## src/verilog/frrc_map.svh

```systemverilog
// Command codes, field codes, reset values and timing for fault response
`ifndef FRRC_MAP_SVH
`define FRRC_MAP_SVH
`define FRRC_CMD_COLD_ACT 8'h54
`define FRRC_CMD_TRIP 8'h55
`define FRRC_CMD_HIGH_ACT 8'h56
`define FRRC_RESP_DR 2'h2
`define FRRC_COUNT_NONE 3'h0
`define FRRC_COUNT_FOREVER 3'h7
`define FRRC_ACT_RST 8'h80
`define FRRC_TRIP_RST 16'hffff
`define FRRC_RETRY_STEP_MS 35
`define FRRC_CLK_KHZ 25000
`define FRRC_STEP_CYC (`FRRC_RETRY_STEP_MS * `FRRC_CLK_KHZ)
`endif

```

## src/verilog/frrc_pkg.sv

```systemverilog
// Types shared by the fault response and retry control block
package frrc_pkg;
   typedef struct packed {
      logic [1:0] resp;
      logic [2:0] count;
      logic [2:0] rtime;
   } frrc_action_t;
   typedef struct packed {
      logic valid;
      logic write;
      logic word;
      logic [7:0] code;
      logic [15:0] wdata;
   } frrc_req_t;
   typedef struct packed {
      logic valid;
      logic err;
      logic [15:0] rdata;
   } frrc_rsp_t;
   typedef enum logic [1:0] {
      SEQ_IDLE,
      SEQ_WAIT,
      SEQ_LATCH
   } frrc_seq_state_t;
endpackage

```

## src/verilog/frrc_sync3.sv

```systemverilog
// Three flop pin synchroniser with agreement filter
`timescale 1ns/1ps
module frrc_sync3 (
   // Clock and reset
   input wire logic clk_sys,
   input wire logic srst,
   // Pin in, filtered level out
   input wire logic d,
   output logic q
);
   logic s1_q;
   logic s2_q;
   logic s3_q;

   always_ff @(posedge clk_sys) begin
      if (srst) begin
         s1_q <= 1'b0;
         s2_q <= 1'b0;
         s3_q <= 1'b0;
      end else begin
         s1_q <= d;
         s2_q <= s1_q;
         s3_q <= s2_q;
      end
   end

   // Change taken only once stages two and three agree
   always_ff @(posedge clk_sys) begin
      if (srst) begin
         q <= 1'b0;
      end else if (s2_q == s3_q) begin
         q <= s3_q;
      end
   end
endmodule

```

## src/verilog/frrc_retry_seq.sv

```systemverilog
// Shutdown and retry sequencer for one fault source
`timescale 1ns/1ps
`include "frrc_map.svh"
module frrc_retry_seq #(
   parameter int STEP_CYC = `FRRC_STEP_CYC
) (
   // Clock and reset
   input wire logic clk_sys,
   input wire logic srst,
   // Settings and fault
   input frrc_pkg::frrc_action_t action,
   input wire logic fault,
   input wire logic run_en,
   input wire logic clear,
   input wire logic other_off,
   // State
   output frrc_pkg::frrc_seq_state_t state_q,
   output logic off
);
   logic [31:0] cyc_q;
   logic [2:0] steps_q;
   logic [2:0] tries_q;
   logic step_end;
   logic step_done;
   logic may_retry;

   assign step_end = (cyc_q == 32'(STEP_CYC - 1));
   assign step_done = step_end && (steps_q == action.rtime);
   assign may_retry = (action.count == `FRRC_COUNT_FOREVER) ||
      (tries_q < action.count);
   assign off = (state_q != frrc_pkg::SEQ_IDLE);

   // Delay divider runs only while waiting, so each wait is exact
   always_ff @(posedge clk_sys) begin
      if (srst || state_q != frrc_pkg::SEQ_WAIT) begin
         cyc_q <= '0;
         steps_q <= '0;
      end else if (step_end) begin
         cyc_q <= '0;
         steps_q <= steps_q + 3'h1;
      end else begin
         cyc_q <= cyc_q + 32'h0000_0001;
      end
   end

   always_ff @(posedge clk_sys) begin
      if (srst) begin
         state_q <= frrc_pkg::SEQ_IDLE;
         tries_q <= '0;
      end else begin
         unique case (state_q)
            frrc_pkg::SEQ_IDLE: begin
               // Other response codes only flag, never shut down
               if (run_en && fault && action.resp == `FRRC_RESP_DR) begin
                  if (may_retry) begin
                     state_q <= frrc_pkg::SEQ_WAIT;
                     if (action.count != `FRRC_COUNT_FOREVER) begin
                        tries_q <= tries_q + 3'h1;
                     end
                  end else begin
                     state_q <= frrc_pkg::SEQ_LATCH;
                  end
               end else if (clear || !run_en) begin
                  tries_q <= '0;
               end
            end
            frrc_pkg::SEQ_WAIT: begin
               if (!run_en) begin
                  state_q <= frrc_pkg::SEQ_IDLE;
                  tries_q <= '0;
               end else if (other_off) begin
                  state_q <= frrc_pkg::SEQ_LATCH;
               end else if (step_done) begin
                  state_q <= frrc_pkg::SEQ_IDLE;
               end
            end
            frrc_pkg::SEQ_LATCH: begin
               if (clear && !fault) begin
                  state_q <= frrc_pkg::SEQ_IDLE;
                  tries_q <= '0;
               end
            end
         endcase
      end
   end
endmodule

```

## src/verilog/frrc_ctrl.sv

```systemverilog
// Fault response registers, over-voltage compare, alert and output gating
// Function
// - Any fault sets its status bit and pulls the alert line low.
// - Disable-and-retry code turns output off at once, then retries.
// - Number of restart attempts equals the three-bit retry count field.
// - Retry count zero keeps output off until the fault is cleared.
// - Retry count seven retries forever until disabled or another fault.
// - Retry spacing is retry time field plus one, times 35 ms.
// - Byte at command 0x54 sets the under-temperature fault response.
// - Sixteen-bit threshold at 0x55; input above it is an over-voltage fault.
// - Byte at command 0x56 sets the input over-voltage fault response.
// - Threshold is read and written with word transfers only.
// - Both response registers are read and written with byte transfers.
`timescale 1ns/1ps
`include "frrc_map.svh"
module frrc_ctrl #(
   parameter int STEP_CYC = `FRRC_STEP_CYC
) (
   // Clock and reset
   input wire logic clk_sys,
   input wire logic srst,
   // Command port from the management bus engine
   input frrc_pkg::frrc_req_t cmd_req,
   output frrc_pkg::frrc_rsp_t cmd_rsp,
   // Sensing
   input wire logic cold_fault_pin,
   input wire logic [15:0] vin_sample,
   input wire logic vin_sample_valid,
   // Control
   input wire logic output_enable_pin,
   input wire logic status_clear,
   // Alert line, open drain
   output logic alert_line_o,
   output logic alert_line_oe,
   // Status and power stage
   output logic output_on,
   output logic status_cold_fault,
   output logic status_input_high_fault
);
   frrc_pkg::frrc_action_t cold_act_q;
   frrc_pkg::frrc_action_t high_act_q;
   logic [15:0] trip_q;
   logic cold_lvl;
   logic run_en;
   logic cold_prev_q;
   logic vin_high_q;
   logic vin_high_prev_q;
   logic cold_event;
   logic high_event;
   logic cold_off;
   logic high_off;
   frrc_pkg::frrc_seq_state_t cold_st;
   frrc_pkg::frrc_seq_state_t high_st;
   logic legal_d;
   logic [15:0] rd_d;
   logic wr_ok;

   // Pin inputs
   frrc_sync3 u_sync_cold (
      .clk_sys(clk_sys),
      .srst(srst),
      .d(cold_fault_pin),
      .q(cold_lvl)
   );

   frrc_sync3 u_sync_en (
      .clk_sys(clk_sys),
      .srst(srst),
      .d(output_enable_pin),
      .q(run_en)
   );

   // Command decode: only the documented transfer size is accepted
   always_comb begin
      legal_d = 1'b0;
      rd_d = '0;
      case (cmd_req.code)
         `FRRC_CMD_COLD_ACT: begin
            legal_d = !cmd_req.word;
            rd_d = {8'h00, cold_act_q};
         end
         `FRRC_CMD_TRIP: begin
            legal_d = cmd_req.word;
            rd_d = trip_q;
         end
         `FRRC_CMD_HIGH_ACT: begin
            legal_d = !cmd_req.word;
            rd_d = {8'h00, high_act_q};
         end
         default: begin
            legal_d = 1'b0;
            rd_d = '0;
         end
      endcase
   end

   assign wr_ok = cmd_req.valid && cmd_req.write && legal_d;

   always_ff @(posedge clk_sys) begin
      if (srst) begin
         cold_act_q <= frrc_pkg::frrc_action_t'(`FRRC_ACT_RST);
         high_act_q <= frrc_pkg::frrc_action_t'(`FRRC_ACT_RST);
         trip_q <= `FRRC_TRIP_RST;
      end else if (wr_ok) begin
         case (cmd_req.code)
            `FRRC_CMD_COLD_ACT: begin
               cold_act_q <= frrc_pkg::frrc_action_t'(cmd_req.wdata[7:0]);
            end
            `FRRC_CMD_TRIP: begin
               trip_q <= cmd_req.wdata;
            end
            `FRRC_CMD_HIGH_ACT: begin
               high_act_q <= frrc_pkg::frrc_action_t'(cmd_req.wdata[7:0]);
            end
            default: begin
               trip_q <= trip_q;
            end
         endcase
      end
   end

   // Answer one cycle after every request; bad size or code flagged
   always_ff @(posedge clk_sys) begin
      if (srst) begin
         cmd_rsp <= '0;
      end else begin
         cmd_rsp.valid <= cmd_req.valid;
         cmd_rsp.err <= cmd_req.valid && !legal_d;
         if (cmd_req.valid && !cmd_req.write && legal_d) begin
            cmd_rsp.rdata <= rd_d;
         end else begin
            cmd_rsp.rdata <= '0;
         end
      end
   end

   // Raw compare; sample held until the next valid one
   always_ff @(posedge clk_sys) begin
      if (srst) begin
         vin_high_q <= 1'b0;
      end else if (vin_sample_valid) begin
         vin_high_q <= (vin_sample > trip_q);
      end
   end

   always_ff @(posedge clk_sys) begin
      if (srst) begin
         cold_prev_q <= 1'b0;
         vin_high_prev_q <= 1'b0;
      end else begin
         cold_prev_q <= cold_lvl;
         vin_high_prev_q <= vin_high_q;
      end
   end

   assign cold_event = cold_lvl && !cold_prev_q;
   assign high_event = vin_high_q && !vin_high_prev_q;

   // Set beats clear so a fault in the clear cycle is kept
   always_ff @(posedge clk_sys) begin
      if (srst) begin
         status_cold_fault <= 1'b0;
         status_input_high_fault <= 1'b0;
      end else begin
         status_cold_fault <= cold_event ||
            (status_cold_fault && !status_clear);
         status_input_high_fault <= high_event ||
            (status_input_high_fault && !status_clear);
      end
   end

   // Alert pulled low for every response mode while a bit stands
   always_ff @(posedge clk_sys) begin
      if (srst) begin
         alert_line_o <= 1'b0;
         alert_line_oe <= 1'b0;
      end else begin
         alert_line_o <= 1'b0;
         alert_line_oe <= status_cold_fault || status_input_high_fault;
      end
   end

   frrc_retry_seq #(
      .STEP_CYC(STEP_CYC)
   ) u_seq_cold (
      .clk_sys(clk_sys),
      .srst(srst),
      .action(cold_act_q),
      .fault(cold_lvl),
      .run_en(run_en),
      .clear(status_clear),
      .other_off(high_off),
      .state_q(cold_st),
      .off(cold_off)
   );

   frrc_retry_seq #(
      .STEP_CYC(STEP_CYC)
   ) u_seq_high (
      .clk_sys(clk_sys),
      .srst(srst),
      .action(high_act_q),
      .fault(vin_high_q),
      .run_en(run_en),
      .clear(status_clear),
      .other_off(cold_off),
      .state_q(high_st),
      .off(high_off)
   );

   // Either source holds the stage off; costs one cycle of latency
   always_ff @(posedge clk_sys) begin
      if (srst) begin
         output_on <= 1'b0;
      end else begin
         output_on <= run_en && !cold_off && !high_off;
      end
   end

   // Helper: cycles spent in the current cold wait
   logic [31:0] wait_cnt_q;
   logic [31:0] wait_lim;
   assign wait_lim = (32'(cold_act_q.rtime) + 32'h0000_0001) *
      32'(STEP_CYC) - 32'h0000_0001;

   always_ff @(posedge clk_sys) begin
      if (srst || cold_st != frrc_pkg::SEQ_WAIT) begin
         wait_cnt_q <= '0;
      end else begin
         wait_cnt_q <= wait_cnt_q + 32'h0000_0001;
      end
   end
endmodule

```

## config.mk

```make
export PLATFORM = sky130hd
export DESIGN_NAME = frrc_ctrl
export DESIGN_NICKNAME = d
export VERILOG_FILES = /design/src/verilog/frrc_pkg.sv /design/src/verilog/frrc_sync3.sv /design/src/verilog/frrc_retry_seq.sv /design/src/verilog/frrc_ctrl.sv
export VERILOG_INCLUDE_DIRS = /design/src /design/src/verilog
export SDC_FILE = /design/constraint.sdc
export NUM_CORES = 1
export LEC_CHECK = 0
export BUFFER_PORTS_ARGS = -buffer_cell sky130_fd_sc_hd__clkbuf_2
export CORE_UTILIZATION = 50
export CTS_BUF_LIST = sky130_fd_sc_hd__clkbuf_8
export DETAILED_ROUTE_END_ITERATION = 10
export GPL_TIMING_DRIVEN = 0
export PLACE_DENSITY = 0.7
export SLEW_MARGIN = 20
export SYNTH_ARGS = -nofsm -noshare
export SYNTH_HDL_FRONTEND = slang
export SYNTH_SLANG_ARGS = --single-unit
```

## constraint.sdc

```tcl
create_clock -name clk_sys -period 2.6 [get_ports clk_sys]
set_input_delay 0 -clock clk_sys [delete_from_list [all_inputs] [get_ports clk_sys]]
set_output_delay 0 -clock clk_sys [all_outputs]
set_load 0.01 [all_outputs]
```

==> out/results.tsv <==
metric	value	unit
status	completed	
cts.htree.levels	4	
num_io_pins	72	
finalHoldViolations	0	
diodes	0	
synth_top_area_share	42.6	%
die-area	14100	µm²
numCtsBuffers	17	
grt_max_degree	17	
io_buffers	70	
critical_path_class	input port to flip-flop	
async_flop_share	0	%
slew_viol_final	0	
worstMarginPinSlew	0.813	ns
layout-drive-gt1-share	13.8	%
final_area	8090	µm²
multi_input_area	3620	µm²
area_growth	18.7	%
p_sw	975	µW
internal_power	3.27	mW
power-per-cell-area	525	nW/µm²
synthTopCellsByArea	dfxtp_1 (43%), nor2_1 (6.8%), ha_1 (5.9%)	
power_frac_seq	52.5	%
maxSlewHeadroom	45.4	%
die_x	119	µm
grt_pass1_vias	5816	
synth_edf_count	0	
p_leak	3.23	nW
max_cap_viol_count	0	
yosysMostFrequentCell	dfxtp_1	
grt_first_pass_wirelength	26800	µm
core	13200	µm²
wirelength	15700	µm
rsz0062_at_grt	false	
synth.yosys.seq_area_share	42.6	%
total_power	4.25	mW
vias_per_cell	5.44	
crit_fanout	8	
hpwl	11400	µm
antenna_found_initial	0	
fin_worst_skew	0.0113	ns
start_util	51.5	%
place_congestion	0.853	
syn-mean-instance-area	8.78	µm²
clk_latency	0.46	ns
hold_class	input port to flip-flop	
vias	5883	
netlist-cell-type-count	59	
fin_crit	2.31	ns
grt_remaining_overflow	0	
peakVddDrop	0.000285	V
cts.sinks	145	
root_buffer	clkbuf_8	
ctsResizeCount	0	
final_cells	1082	
dr.first_iter.drc_count	329	
fin_nets	974	
antenna_left	0	
wl_per_cell	14.5	µm
dr.pass1.iters	7	
ys.warnings.count	0	
rows	42	
start_kind	input port	
ys.flop_type	dfxtp_1	
postPlaceCellArea	7390	µm²
clock_power_share	43.3	%
synthTopCellsByCount	dfxtp_1 (145), nor2_1 (124), nand2_1 (57)	
worstPathRequired	3.00	ns
fp.dieH	119	µm
yosysTopAreaCell	dfxtp_1	
grt.total_usage	23.6	%
worstPathArrival	2.71	ns
combinationalPowerShare	4.2	%
finalSetupViolations	0	
dp_cells	1022	
max_freq	0.433	GHz
syn_inst	776	
syn_nets	857	
synthesis.area	6820	µm²
path_clk_slew	0.08	ns
fillCellCount	1123	
cts_max_path_buffers	2	
endpoint_kind	flip-flop	
final.period_utilization	88.9	%
seqCellArea	2900	µm²
synth_seq_cells	145	
switching_share	22.9	%
setup_tns	0	ns
holdWs	0.0457	ns
drcViolationCount	0	
cts_tree	built	
[power groups by stage]
stage / Combinational (mW) / Clock (mW) / Sequential [mW]
after floorplan: 0.0728 / 0 / 2.28
after CTS: 0.176 / 1.87 / 2.23
final: 0.179 / 1.84 / 2.23
after detailed placement: 0.144 / 0 / 2.28
after global routing: 0.195 / 1.95 / 2.23
after global placement: 0.141 / 0 / 2.28
[worst paths after layout]
path,start,to,slack (ns),depth (start not counted)
worst max-delay path,cmd_req[19],cmd_rsp[11],0.29,7
worst min register to register,u_sync_en.s1_q,u_sync_en.s2_q,0.45,1
worst max register to register,u_seq_cold.cyc_q[0],u_seq_cold.cyc_q[2],0.31,7
worst min-delay path,vin_sample[15],vin_high_q,0.05,4
[repair_timing]
action	4_1_cts	5_1_grt
hold endpoints to repair	57	0
hold buffers	28	0
setup buffers	0	0
[final cells by class]
| cell class | instances | share of cell area [%] |
|---|---|---|
| multi-input cells | 564 | 44.8 |
| flip-flops and latches | 145 | 35.9 |
| repair buffers | 98 | 7.80 |
| clock buffers | 21 | 3.57 |
| well taps | 176 | 2.72 |
| plain buffers | 30 | 1.93 |
| inverters | 37 | 1.72 |
| clock inverters | 11 | 1.58 |
[stage by stage]
stage / setup WS, ns / util [%]
2_1_floorplan: 0.615 / -
3_3_place_gp: 0.356 / 55.8
3_5_place_dp: 0.306 / 55.8
4_1_cts: 0.286 / 61.1
5_1_grt: 0.145 / 61.1
6_report: 0.290 / 61.1
[state kept, by name, indices dropped and copies added (netlist names), 3 cells and up]
signal and cells:
cmd_rsp 18, high_act_q 8, u_seq_high.steps_q 3, cold_act_q 8, u_seq_cold.tries_q 3, u_seq_high.tries_q 3, u_seq_cold.steps_q 3, trip_q 16
u_seq_cold.cyc_q 32, u_seq_high.cyc_q 32
[routing by layer]
layer | vias to the layer above | wire [µm] | GRT usage [%]
met3 | 31 | 574 | 4.05
met2 | 167 | 7880 | 42.0
met5 | - | 0 | 0
met4 | 0 | 391 | 10.8
met1 | 2767 | 6890 | 27.4
li1 | 2918 | - | -
[logic make-up after synthesis]
logic type,after synthesis,synth area share [%]
and+or+nand+nor,347,26.0
DFF,145,42.6
AOI/OAI and AO/OA,89,8.35
buffers and inverters,67,4.33
xor gates and xnor gates,65,8.35
adders and majority gates,32,5.87
muxes,30,4.42
other,1,0.0550
[worst max-delay path, cell delays in order]
cell and delay (ns):
dlygate4sd3_1 0.53, clkbuf_2 0.11, nor4bb_1 0.39, dlygate4sd3_1 0.61, nand2_1 0.08, nor4_2 0.72, and2_1 0.25
[cell usage in the layout, fill, tap and decap left out, types with 14 or more instances in the layout]
| master | instances |
|---|---|
| xnor2_1 | 37 |
| xor2_1 | 28 |
| nand3_1 | 32 |
| nor2b_1 | 15 |
| clkbuf_8 | 21 |
| dlygate4sd3_1 | 28 |
| a21oi_1 | 31 |
| clkbuf_1 | 20 |
| mux2i_1 | 29 |
| inv_1 | 37 |
| o211ai_1 | 16 |
| dfxtp_1 | 145 |
| nand2_1 | 57 |
| ha_1 | 32 |
| o21ai_0 | 14 |
| nand4_1 | 31 |
| clkbuf_2 | 70 |
| nor2_1 | 124 |
Note: power is estimated with default switching activity, not from simulation.
